### config.mk
export PLATFORM = sky130hd
export DESIGN_NAME = rotary_sampler
export DESIGN_NICKNAME = d
export VERILOG_FILES = /design/src/rotary_pkg.sv /design/src/pin_edge_sync.sv /design/src/rotary_sampler.sv
export VERILOG_INCLUDE_DIRS = /design/src /design/src/src
export SDC_FILE = /design/constraint.sdc
export NUM_CORES = 2
export LEC_CHECK = 0
export BUFFER_PORTS_ARGS = -buffer_cell sky130_fd_sc_hd__buf_4
export CELL_PAD_IN_SITES_DETAIL_PLACEMENT = 0
export CELL_PAD_IN_SITES_GLOBAL_PLACEMENT = 1
export CORE_MARGIN = 3
export CORE_UTILIZATION = 49
export DETAILED_ROUTE_END_ITERATION = 16
export PLACE_DENSITY_LB_ADDON = 0.1
export SLEW_MARGIN = 10
export SYNTH_ARGS = -nofsm -noshare
export SYNTH_HDL_FRONTEND = slang
export SYNTH_SLANG_ARGS = --single-unit
### constraint.sdc
create_clock -name clk_sys -period 13.26 [get_ports clk_sys]
set_input_delay 0.663 -clock clk_sys [delete_from_list [all_inputs] [get_ports clk_sys]]
set_output_delay 0.663 -clock clk_sys [all_outputs]
set_load 0.01 [all_outputs]
### src/rotary_params.svh
`ifndef ROTARY_PARAMS_SVH
`define ROTARY_PARAMS_SVH

// =====================================================================
// register byte offsets
`define OFS_CTRL        8'h00
`define OFS_DECIM       8'h04
`define OFS_UNITS       8'h08
`define OFS_PULSES      8'h0C
`define OFS_SHIFT       8'h10
`define OFS_SKIP        8'h14
`define OFS_SCALE       8'h18
`define OFS_STATUS      8'h1C
`define OFS_PULSE_CNT   8'h20
`define OFS_REF_INDEX   8'h24
`define OFS_MISS_CNT    8'h28
`define OFS_QUERY_IDX   8'h2C
`define OFS_QUERY_POS   8'h30

// =====================================================================
// control field positions
`define CTRL_RECORD_BIT 0
`define CTRL_REF_EN_BIT 1
`define CTRL_QUAL_BIT   2

// =====================================================================
// reset values
`define RST_DECIM       16'h0001
`define RST_UNITS       16'h0168
`define RST_PULSES      16'h05DC
`define RST_SHIFT       32'h0000_0000
`define RST_SKIP        16'h0000

// =====================================================================
// arithmetic and timing counts
`define FRAC_BITS       16
`define DIV_STEPS       6'h20
`define DISPLAY_SPAN    32'h02D0_0000

`endif

### src/rotary_pkg.sv
package rotary_pkg;

	// one stored acquisition sample with its position
	typedef struct packed {
		logic [31:0] index;
		logic        locked;
		logic [15:0] cycle;
		logic [31:0] degrees;
	} sample_s;

	// software steering bits
	typedef struct packed {
		logic record;
		logic ref_en;
		logic qual_en;
	} ctrl_s;

	// serial divider states
	typedef enum logic [0:0] {
		DIV_IDLE = 1'b0,
		DIV_RUN  = 1'b1
	} div_state_e;

endpackage

### src/pin_edge_sync.sv
`timescale 1ns/100ps

module pin_edge_sync #(
	parameter int WIDTH = 3
) (
	input  wire logic             clk_sys,
	input  wire logic             rst_b,
	input  wire logic [WIDTH-1:0] pin_in,
	output logic      [WIDTH-1:0] level,
	output logic      [WIDTH-1:0] rise
);

	// =================================================================
	// two-flop synchronisers with rising edge detect
	genvar g;
	generate
		for (g = 0; g < WIDTH; g++) begin : g_pin
			logic meta_reg;
			logic sync_reg;
			logic last_reg;

			// first flop is read only by the second
			always_ff @(posedge clk_sys) begin
				if (!rst_b) begin
					meta_reg <= 1'b0;
					sync_reg <= 1'b0;
					last_reg <= 1'b0;
				end else begin
					meta_reg <= pin_in[g];
					sync_reg <= meta_reg;
					last_reg <= sync_reg;
				end
			end

			assign level[g] = sync_reg;
			assign rise[g]  = sync_reg & ~last_reg;
		end
	endgenerate

endmodule // pin_edge_sync

### src/rotary_sampler.sv
`timescale 1ns/100ps
`include "rotary_params.svh"
// Notes on behaviour
// - Store a sample every Nth external pulse; default N is one.
// - Angle per pulse equals units per cycle over pulses per cycle, read only.
// - Programmable offset is the position given to the reference pulse.
// - With capture enabled, trigger input is the top dead center pulse.
// - Skip early reference pulses; lock on the pulse whose ordinal equals count.
// - Samples stored before lock carry zero degrees; the query register counts positions backward and forward from reference.
// - With qualifier on, alarm status ANDed with trigger forms reference pulse.
// - Inactive alarm suppresses detection; active alarm re-arms it.
// - Qualifier picks one of two pulses per 720 degree cycle as zero.
// - Run at full internal rate; store next sample after detected edge.
// - Never store faster than external pulses arrive.
// - Accept pulses up to maximum rate; decimation lowers stored rate.
// - Pulses arriving faster than storage are missed, not buffered.
// - Position split into 720 degree cycle count and remaining degrees.

module rotary_sampler (
	input  wire logic               clk_sys,
	input  wire logic               rst_b,
	input  wire logic               hsel,
	input  wire logic [31:0]        haddr,
	input  wire logic [1:0]         htrans,
	input  wire logic               hwrite,
	input  wire logic [2:0]         hsize,
	input  wire logic [31:0]        hwdata,
	input  wire logic               hready,
	output logic      [31:0]        hrdata,
	output logic                    hreadyout,
	output logic                    hresp,
	input  wire logic               ext_clock_pin,
	input  wire logic               top_dead_center_pulse,
	input  wire logic               reference_qualify_signal,
	input  wire logic               acq_ready,
	output logic                    sample_store,
	output rotary_pkg::sample_s     sample_data
);

	// =================================================================
	// declarations
	rotary_pkg::ctrl_s      ctrl_reg;
	rotary_pkg::div_state_e div_state_reg;
	logic [15:0] decim_reg, units_reg, pulses_reg, skip_reg;
	logic [31:0] shift_reg, scale_reg, query_idx_reg, hrdata_reg;
	logic [31:0] pulse_cnt_reg, ref_index_reg, miss_cnt_reg, ref_seen_reg;
	logic [15:0] decim_cnt_reg, cycle_reg;
	logic [31:0] deg_reg, dvd_reg, quo_reg;
	logic [16:0] rem_reg;
	logic [5:0]  div_cnt_reg;
	logic        wr_pend_reg, start_reg, locked_reg, div_start_reg;
	logic        store_reg;
	logic [7:0]  wr_addr_reg;
	logic [2:0]  pin_level, pin_rise;
	logic        ext_rise, trig_rise, alarm_level, ref_pulse, store_due;
	logic        take, wr_fire, lock_now;
	logic [15:0] eff_decim, eff_skip;
	logic [16:0] rem_shift;
	logic [32:0] deg_sum;
	rotary_pkg::sample_s sample_reg;

	// =================================================================
	// pin synchronisers
	pin_edge_sync #(.WIDTH(3)) u_sync (
		.clk_sys (clk_sys),
		.rst_b   (rst_b),
		.pin_in  ({reference_qualify_signal, top_dead_center_pulse, ext_clock_pin}),
		.level   (pin_level),
		.rise    (pin_rise)
	);

	// edge events and reference qualification
	assign ext_rise    = pin_rise[0];
	assign trig_rise   = pin_rise[1];
	assign alarm_level = pin_level[2];
	assign ref_pulse   = trig_rise & ctrl_reg.ref_en & ctrl_reg.record
		& (~ctrl_reg.qual_en | alarm_level);

	// zero-valued settings behave as one
	assign eff_decim = (decim_reg == 16'h0000) ? 16'h0001 : decim_reg;
	assign eff_skip  = (skip_reg == 16'h0000) ? 16'h0001 : skip_reg;

	// =================================================================
	// AHB-Lite slave: zero wait, always OKAY
	assign take      = hsel & htrans[1] & hready;
	assign wr_fire   = wr_pend_reg & hready;
	assign hreadyout = 1'b1;
	assign hresp     = 1'b0;
	assign hrdata    = hrdata_reg;

	// capture write address phase
	always_ff @(posedge clk_sys) begin
		if (!rst_b) begin
			wr_pend_reg <= 1'b0;
			wr_addr_reg <= 8'h00;
		end else if (hready) begin
			wr_pend_reg <= take & hwrite;
			wr_addr_reg <= haddr[7:0];
		end
	end

	// read data registered at the address phase
	always_ff @(posedge clk_sys) begin
		if (!rst_b) begin
			hrdata_reg <= 32'h0000_0000;
		end else if (take && !hwrite) begin
			case (haddr[7:0])
				`OFS_CTRL:      hrdata_reg <= {29'h0, ctrl_reg.qual_en, ctrl_reg.ref_en,
					ctrl_reg.record};
				`OFS_DECIM:     hrdata_reg <= {16'h0000, decim_reg};
				`OFS_UNITS:     hrdata_reg <= {16'h0000, units_reg};
				`OFS_PULSES:    hrdata_reg <= {16'h0000, pulses_reg};
				`OFS_SHIFT:     hrdata_reg <= shift_reg;
				`OFS_SKIP:      hrdata_reg <= {16'h0000, skip_reg};
				`OFS_SCALE:     hrdata_reg <= scale_reg;
				`OFS_STATUS:    hrdata_reg <= {29'h0, div_state_reg == rotary_pkg::DIV_RUN,
					ctrl_reg.record, locked_reg};
				`OFS_PULSE_CNT: hrdata_reg <= pulse_cnt_reg;
				`OFS_REF_INDEX: hrdata_reg <= ref_index_reg;
				`OFS_MISS_CNT:  hrdata_reg <= miss_cnt_reg;
				`OFS_QUERY_IDX: hrdata_reg <= query_idx_reg;
				`OFS_QUERY_POS: hrdata_reg <= locked_reg ?
					(query_idx_reg - ref_index_reg) * scale_reg + shift_reg : 32'h0000_0000;
				default:        hrdata_reg <= 32'h0000_0000;
			endcase
		end
	end

	// software register writes
	always_ff @(posedge clk_sys) begin
		if (!rst_b) begin
			ctrl_reg      <= '0;
			decim_reg     <= `RST_DECIM;
			units_reg     <= `RST_UNITS;
			pulses_reg    <= `RST_PULSES;
			shift_reg     <= `RST_SHIFT;
			skip_reg      <= `RST_SKIP;
			query_idx_reg <= 32'h0000_0000;
		end else if (wr_fire) begin
			case (wr_addr_reg)
				`OFS_CTRL: begin
					ctrl_reg.record  <= hwdata[`CTRL_RECORD_BIT];
					ctrl_reg.ref_en  <= hwdata[`CTRL_REF_EN_BIT];
					ctrl_reg.qual_en <= hwdata[`CTRL_QUAL_BIT];
				end
				`OFS_DECIM:     decim_reg     <= hwdata[15:0];
				`OFS_UNITS:     units_reg     <= hwdata[15:0];
				`OFS_PULSES:    pulses_reg    <= hwdata[15:0];
				`OFS_SHIFT:     shift_reg     <= hwdata;
				`OFS_SKIP:      skip_reg      <= hwdata[15:0];
				`OFS_QUERY_IDX: query_idx_reg <= hwdata;
				default: ;
			endcase
		end
	end

	// recording start pulse and divider restart request
	always_ff @(posedge clk_sys) begin
		if (!rst_b) begin
			start_reg     <= 1'b0;
			div_start_reg <= 1'b1;
		end else begin
			start_reg <= wr_fire && wr_addr_reg == `OFS_CTRL
				&& hwdata[`CTRL_RECORD_BIT] && !ctrl_reg.record;
			div_start_reg <= wr_fire
				&& (wr_addr_reg == `OFS_UNITS || wr_addr_reg == `OFS_PULSES);
		end
	end

	// =================================================================
	// serial divider for the scale result, 16 fraction bits
	assign rem_shift = {rem_reg[15:0], dvd_reg[31]};

	always_ff @(posedge clk_sys) begin
		if (!rst_b) begin
			div_state_reg <= rotary_pkg::DIV_IDLE;
			dvd_reg       <= 32'h0000_0000;
			rem_reg       <= 17'h0_0000;
			quo_reg       <= 32'h0000_0000;
			div_cnt_reg   <= 6'h00;
			scale_reg     <= 32'h0000_0000;
		end else begin
			case (div_state_reg)
				rotary_pkg::DIV_IDLE: begin
					if (div_start_reg) begin
						div_state_reg <= rotary_pkg::DIV_RUN;
						dvd_reg       <= {units_reg, 16'h0000};
						rem_reg       <= 17'h0_0000;
						div_cnt_reg   <= `DIV_STEPS;
					end
				end
				rotary_pkg::DIV_RUN: begin
					dvd_reg     <= {dvd_reg[30:0], 1'b0};
					div_cnt_reg <= div_cnt_reg - 6'h01;
					if (rem_shift >= {1'b0, pulses_reg}) begin
						rem_reg <= rem_shift - {1'b0, pulses_reg};
						quo_reg <= {quo_reg[30:0], 1'b1};
					end else begin
						rem_reg <= rem_shift;
						quo_reg <= {quo_reg[30:0], 1'b0};
					end
					if (div_cnt_reg == 6'h01) begin
						div_state_reg <= rotary_pkg::DIV_IDLE;
						scale_reg     <= (rem_shift >= {1'b0, pulses_reg}) ?
							{quo_reg[30:0], 1'b1} : {quo_reg[30:0], 1'b0};
					end
				end
				default: div_state_reg <= rotary_pkg::DIV_IDLE;
			endcase
		end
	end

	// =================================================================
	// pulse counting and decimation
	assign store_due = ext_rise && ctrl_reg.record
		&& decim_cnt_reg == eff_decim - 16'h0001;

	always_ff @(posedge clk_sys) begin
		if (!rst_b || start_reg) begin
			pulse_cnt_reg <= 32'h0000_0000;
			decim_cnt_reg <= 16'h0000;
		end else if (ext_rise && ctrl_reg.record) begin
			pulse_cnt_reg <= pulse_cnt_reg + 32'h0000_0001;
			decim_cnt_reg <= store_due ? 16'h0000 : decim_cnt_reg + 16'h0001;
		end
	end

	// one store per due edge, dropped when storage is busy
	always_ff @(posedge clk_sys) begin
		if (!rst_b || start_reg) begin
			store_reg    <= 1'b0;
			miss_cnt_reg <= 32'h0000_0000;
		end else begin
			store_reg <= store_due & acq_ready;
			if (store_due && !acq_ready) begin
				miss_cnt_reg <= miss_cnt_reg + 32'h0000_0001;
			end
		end
	end

	// =================================================================
	// reference skip and lock
	assign lock_now = ref_pulse && !locked_reg
		&& ref_seen_reg + 32'h0000_0001 >= {16'h0000, eff_skip};

	always_ff @(posedge clk_sys) begin
		if (!rst_b || start_reg) begin
			ref_seen_reg  <= 32'h0000_0000;
			locked_reg    <= 1'b0;
			ref_index_reg <= 32'h0000_0000;
		end else if (ref_pulse && !locked_reg) begin
			ref_seen_reg <= ref_seen_reg + 32'h0000_0001;
			if (lock_now) begin
				locked_reg    <= 1'b1;
				ref_index_reg <= pulse_cnt_reg;
			end
		end
	end

	// position accumulator split into 720 degree cycles
	assign deg_sum = {1'b0, deg_reg} + {1'b0, scale_reg};

	always_ff @(posedge clk_sys) begin
		if (!rst_b || start_reg) begin
			deg_reg   <= 32'h0000_0000;
			cycle_reg <= 16'h0000;
		end else if (lock_now) begin
			deg_reg   <= shift_reg;
			cycle_reg <= 16'h0000;
		end else if (locked_reg && ext_rise && ctrl_reg.record) begin
			if (deg_sum >= {1'b0, `DISPLAY_SPAN}) begin
				deg_reg   <= 32'(deg_sum - {1'b0, `DISPLAY_SPAN});
				cycle_reg <= cycle_reg + 16'h0001;
			end else begin
				deg_reg <= deg_sum[31:0];
			end
		end
	end

	// =================================================================
	// sample output stream
	always_ff @(posedge clk_sys) begin
		if (!rst_b) begin
			sample_reg <= '0;
		end else if (store_due && acq_ready) begin
			sample_reg.index   <= pulse_cnt_reg + 32'h0000_0001;
			sample_reg.locked  <= locked_reg;
			sample_reg.cycle   <= cycle_reg + 16'(locked_reg && deg_sum >= {1'b0, `DISPLAY_SPAN});
			sample_reg.degrees <= !locked_reg ? deg_reg : (deg_sum >= {1'b0, `DISPLAY_SPAN})
				? 32'(deg_sum - {1'b0, `DISPLAY_SPAN}) : deg_sum[31:0];
		end
	end

	assign sample_store = store_reg;
	assign sample_data  = sample_reg;
endmodule // rotary_sampler

Word-level counts from Yosys, hierarchy flattened
Cells that the tools add are included.
{"block": "word_totals", "reg_bits": 575, "input_bits": 78}
{"block": "op_classes", "add_sub_neg": 13, "n_lt_le_gt_ge": 3, "n_eq_ne": 21, "muxes": 20, "multipliers": 1, "n_reduce_logical": 37, "bitwise_logic": 15}
{"operator": "$pmux 32 s13", "n": 1}
{"operator": "$mux 32", "n": 6}
{"operator": "$add 32x1->32 const B", "n": 3}
{"operator": "$mux 16", "n": 5}
{"operator": "$pmux 32 s2", "n": 1}
{"operator": "$eq 8x5->1 const B", "n": 6}
{"operator": "$eq 8x6->1 const B", "n": 6}
{"operator": "$add 32x32->33", "n": 1}
{"operator": "$ge 33x26->1 const B", "n": 1}
{"operator": "$add 16x1->16 const B", "n": 2}
{"operator": "$add 32x32->32", "n": 1}
{"operator": "$eq 8x4->1 const B", "n": 4}
{"operator": "$ge 32x16->1", "n": 1}
{"operator": "$logic_not 16->1", "n": 2}
{"operator": "$mul 32x32->32", "n": 1}
{"operator": "$pmux 16 s2", "n": 1}
{"operator": "$sub 32x26->32 const B", "n": 1}
{"operator": "$sub 32x32->32", "n": 1}
{"operator": "$reduce_and 2->1", "n": 10}
{"operator": "$ge 17x16->1", "n": 1}
{"operator": "$add 16x1->16", "n": 1}
{"operator": "$eq 16x16->1", "n": 1}
{"operator": "$eq 8x3->1 const B", "n": 2}
{"operator": "$logic_not 8->1", "n": 2}
{"operator": "other kinds (17)", "n": 49}

Longest topological paths before layout
{"block": "depth", "depth_word": 8, "depth_mapped": 45}

Modules after synthesis
A second synthesis with hierarchy kept.
{"block": "hier_totals", "cells_unflattened": 5531, "area_unflattened_um2": 46970.0}
{"module": "rotary_sampler", "n_inst": 1, "seq_area_each_um2": 11030.6, "area_per_inst_um2": 46692.3, "cells_per_inst": 5507}
{"module": "pin_edge_sync", "n_inst": 1, "seq_area_each_um2": 180.2, "area_per_inst_um2": 277.8, "cells_per_inst": 24}

Worst setup path after synthesis
OpenSTA, ideal clock, no wires.
{"block": "synth_timing", "path_type": "reg-to-reg", "startpoint": "reg query_idx_reg[0]", "endpoint": "reg hrdata_reg[31] (netlist: hrdata[31])", "synth_period_minus_slack_ns": 11.092, "setup_ns": 0.136, "stages_incl_launch_ff": 43, "setup_slack_ns": 2.168, "t_arrival_ns": 10.956, "path_cell_list": "dfxtp_1 inv_1 ha_1 fa_1 nor2b_1 o31ai_1 o31a_1 a2111oi_0 o311a_1 o31a_1 o21ai_0 a21boi_0 o2111ai_1 a31oi_1 a21o_1 a21oi_1 xnor2_1 nand2_1 (+7 left out) fa_1 xnor2_1 xnor2_1 xnor2_1 xnor2_1 xnor2_1 xor2_1 xnor3_1 xnor3_1 xor2_1 xnor3_1 xnor3_1 xnor2_1 xor2_1 xnor3_1 xnor3_1 xnor2_1 o32ai_2"}
{"block": "synth_between", "elab_chain_cells": 5}
{"element": "from (decl)", "line_no": "rotary_sampler.sv:45", "rtl": "logic [31:0] shift_reg, scale_reg, query_idx_reg, hrdata_reg;"}
{"element": "from (signal assigned)", "line_no": "rotary_sampler.sv:151", "rtl": "`OFS_QUERY_IDX: query_idx_reg <= hwdata;"}
{"element": "$sub 32x32->32", "line_no": "rotary_sampler.sv:123", "rtl": "(query_idx_reg - ref_index_reg) * scale_reg + shift_reg : 32'h0000_0000;"}
{"element": "$mul 32x32->32", "line_no": "rotary_sampler.sv:123"}
{"element": "$add 32x32->32", "line_no": "rotary_sampler.sv:123"}
{"element": "$mux 32", "line_no": "rotary_sampler.sv:122", "rtl": "`OFS_QUERY_POS: hrdata_reg <= locked_reg ?"}
{"element": "$pmux 32 s13", "line_no": "rotary_sampler.sv:107", "rtl": "case (haddr[7:0])"}
{"element": "to (signal assigned)", "line_no": "rotary_sampler.sv:108", "rtl": "`OFS_CTRL: hrdata_reg <= {29'h0, ctrl_reg.qual_en, ctrl_reg.ref_en,"}
{"element": "to (signal assigned)", "line_no": "rotary_sampler.sv:110", "rtl": "`OFS_DECIM: hrdata_reg <= {16'h0000, decim_reg};"}
{"element": "to (signal assigned)", "line_no": "rotary_sampler.sv:122"}
{"element": "to (decl)", "line_no": "rotary_sampler.sv:45"}
No other way between the ends.
A chain may end at the register's enable or synchronous reset.

Worst setup path in the final report
Same ends and word-level chain as after synthesis.

==> flow_summary.json <==
{
  "critPathMaxStageDelay_ps": 640,
  "vias": 38900,
  "finalHoldViolCount": 0,
  "largest_register_ff_count": 81,
  "min_to": "u_sync.g_pin[1].meta_reg$_SDFF_PN0_",
  "slowest_stage": "a2111oi_1",
  "r2r_start": "query_idx_reg[0]$_SDFFE_PN0P_",
  "post-place-cells": 6698,
  "fillers": 8744,
  "dpl_cell_area_um2": 47900,
  "synth_area_um2": 45500,
  "cp.required_ps": 13770,
  "postRouteAntennaNets": 0,
  "slew_viol_final": 0,
  "clk_pin_slew_ps": 70,
  "cap_violations": 0,
  "synthToLayoutAreaGrowth_pct": 10.6,
  "fmaxAchievable_ghz": 0.0806,
  "holdBufCountCts": 0,
  "startpoint_type": "flop",
  "status": "finished clean",
  "detail_route.iter0.violations": 3463,
  "initial_utilization_pct": 49.6,
  "cts.htree.levels": 3,
  "min_period_over_period_pct": 93.5,
  "cts_tree": "done",
  "ys_seq_area_share_pct": 24.6,
  "relSlewSlack_pct": 19.1,
  "power.density_nw_per_um2": 75.6,
  "hpwl_um": 116000,
  "synth_area_leader_cell": "dfxtp_1",
  "cts_buffers": 68,
  "rrSetupSlack_ps": 860,
  "clock_skew_ps": 39.5,
  "synth_warnings": 0,
  "drive_gt1_share_pct": 7.71,
  "synthCells": 5512,
  "netlist.area_leader.share_pct": 24.6,
  "clockBufferDepth": 3,
  "rsz0062_at_grt": "no",
  "drc": 0,
  "wl_um": 157000,
  "grt_pass1_wl_um": 237000,
  "hold_depth": 2,
  "holdWs_ps": 224,
  "crit_path_end_kind": "flop",
  "nets": 6275,
  "dieArea_um2": 96500,
  "num_rows": 111,
  "finalInstanceArea_um2": 50300,
  "yosys-top-cells-area": "dfxtp_1 (25%), fa_1 (19%), ha_1 (6.4%), nand2_1 (6.1%), inv_1 (4.9%)",
  "syn_nets": 6262,
  "antenna_found_initial": 2,
  "synth-seq-cells": 559,
  "ioPinCount": 194,
  "min_period_ps": 12400,
  "min_path_type": "in -> reg",
  "grt_pass1_vias": 38000,
  "gr-total-overflow": 0,
  "path_class": "reg -> reg",
  "worst-path-max-fanout": 4,
  "async_flop_share_pct": 0,
  "gp_congestion": 0.943,
  "tightest_slew_ps": 1210,
  "clock-sinks": 559,
  "wl_per_cell_um": 23.0,
  "crit_arrival_ps": 12910,
  "first_pass_iters": 9,
  "avgSynthCellArea_um2": 8.25,
  "r2r-end": "hrdata[31]$_SDFFE_PN0P_",
  "core_area_um2": 91800,
  "cts_setup_buffers": 0,
  "grt_max_degree": 114,
  "die_x_um": 311,
  "worstHoldStart": "top_dead_center_pulse",
  "layout.cells.non_filler": 6821,
  "groute.usage.overall_pct": 32.1,
  "fin_tns_setup_ps": 0,
  "leakage_nw": 21.6,
  "synth_ff_type": "dfxtp_1",
  "ff2ff_path_depth": 44,
  "die_y_um": 311,
  "root_buffer": "clkbuf_16",
  "ys_types": 79,
  "cts_resized": 0,
  "insertion_delay_ps": 660,
  "vdd_drop_max_mv": 0.0901,
  "crit_top_cell": "fa_1",
  "via_per_inst": 5.70,
  "synth_edf_count": 0,
  "finalSetupViolCount": 0,
  "port_buffers": 163
}
-- power by group --
part           internal [mW]  switching (mW)  total, mW
Sequential              1.69         0.00804       1.69
Combinational         0.0296          0.0767      0.106
Clock                   1.20           0.802       2.00
-- layout make-up --
cell class	instances	area (um^2)	share of cell area [%]
antenna	1	2.50	0.00497
inverter	590	2220	4.42
multi-input combinational	4056	31100	61.8
timing repair buffer	250	1880	3.73
tap	1243	1560	3.09
clock inverter	23	310	0.617
clock buffer	99	2060	4.10
sequential	559	11200	22.3
-- cells in the final DEF (no fill, tap or decap), types with 16 or more instances in the layout --
| master | instances |
|---|---|
| nand2_1 | 740 |
| inv_1 | 588 |
| dfxtp_1 | 555 |
| nor2_1 | 505 |
| fa_1 | 441 |
| a21oi_1 | 413 |
| and2_1 | 299 |
| buf_4 | 250 |
| ha_1 | 231 |
| xnor2_1 | 162 |
| xor2_1 | 147 |
| a22oi_1 | 123 |
| o21ai_0 | 117 |
| nand3_1 | 106 |
| mux2i_1 | 78 |
| clkbuf_16 | 71 |
| nor2b_1 | 63 |
| nor3_1 | 57 |
| and3_1 | 46 |
| nand2b_1 | 45 |
| a21o_1 | 43 |
| or3_1 | 43 |
| nand4_1 | 38 |
| o211ai_1 | 31 |
| a221oi_1 | 29 |
| o21a_1 | 21 |
| clkbuf_8 | 18 |
| nor4_1 | 17 |
| a31oi_1 | 16 |
-- worst max-delay path, delay by kind of cell (launching register included) --
family                   cells  cell delay [ps]
adder cells (fa/ha/maj)     10             4510
AO/OA/AOI/OAI               10             2710
AND/OR/NAND/NOR              2              350
buffers and inverters        5              320
flip-flops                   1              380
XOR/XNOR                    17             4010
-- per-layer routing --
layer / track usage (%) / vias to the layer above / part of all wire [%]
met5: 0 / - / 0.0083
met4: 13.1 / 2 / 4.6
met3: 5.13 / 328 / 7.3
met2: 52.5 / 1426 / 46
met1: 42.6 / 19100 / 42
li1: - / 18000 / -
-- cells by family after synthesis --
family | synth area share, %
AO/OA/AOI/OAI | 13.2
buffers and inverters | 7.42
other | 0.0165
XOR/XNOR | 6.53
flip-flops | 24.6
AND/OR/NAND/NOR | 20.8
adder cells (fa/ha/maj) | 25.8
multiplexers | 1.72
-- worst max path at each step --
stage / from / endpoint / slack [ps] / depth (start not counted)
6_report: query_idx_reg[0]$_SDFFE_PN0P_ / hrdata[31]$_SDFFE_PN0P_ / 860 / 44
3_3_place_gp: query_idx_reg[0]$_SDFFE_PN0P_ / hrdata[31]$_SDFFE_PN0P_ / 920 / 44
3_5_place_dp: query_idx_reg[0]$_SDFFE_PN0P_ / hrdata[31]$_SDFFE_PN0P_ / 780 / 44
2_1_floorplan: query_idx_reg[0]$_SDFFE_PN0P_ / hrdata[31]$_SDFFE_PN0P_ / 2170 / 42
5_1_grt: query_idx_reg[0]$_SDFFE_PN0P_ / hrdata[31]$_SDFFE_PN0P_ / 160 / 42
4_1_cts: query_idx_reg[0]$_SDFFE_PN0P_ / hrdata[31]$_SDFFE_PN0P_ / 750 / 44
-- Yosys cell counts (11+ instances only) --
cell / number
a21boi_0: 14
a21o_1: 43
a21oi_1: 413
a221oi_1: 29
a22oi_1: 123
a31oi_1: 16
and2_1: 299
and3_1: 46
clkbuf_1: 298
dfxtp_1: 559
fa_1: 441
ha_1: 231
inv_1: 588
mux2i_1: 78
nand2_1: 741
nand2b_1: 46
nand3_1: 106
nand4_1: 38
nor2_1: 515
nor2b_1: 63
nor3_1: 59
nor3b_1: 11
nor4_1: 19
o2111ai_1: 14
o211ai_1: 31
o21a_1: 21
o21ai_0: 117
o21bai_1: 15
o221ai_1: 14
or3_1: 44
xnor2_1: 165
xor2_1: 150
-- stage by stage --
stage | util, % | total power, mW | worst slack (ps)
floorplan | - | 1.79 | 2170
global placement | 52.2 | 1.84 | 916
detailed placement | 52.2 | 1.84 | 777
CTS | 54.8 | 3.84 | 750
global route | 54.8 | 3.91 | 162
finish | 54.8 | 3.80 | 858
Note: power is estimated with default switching activity, not from simulation.
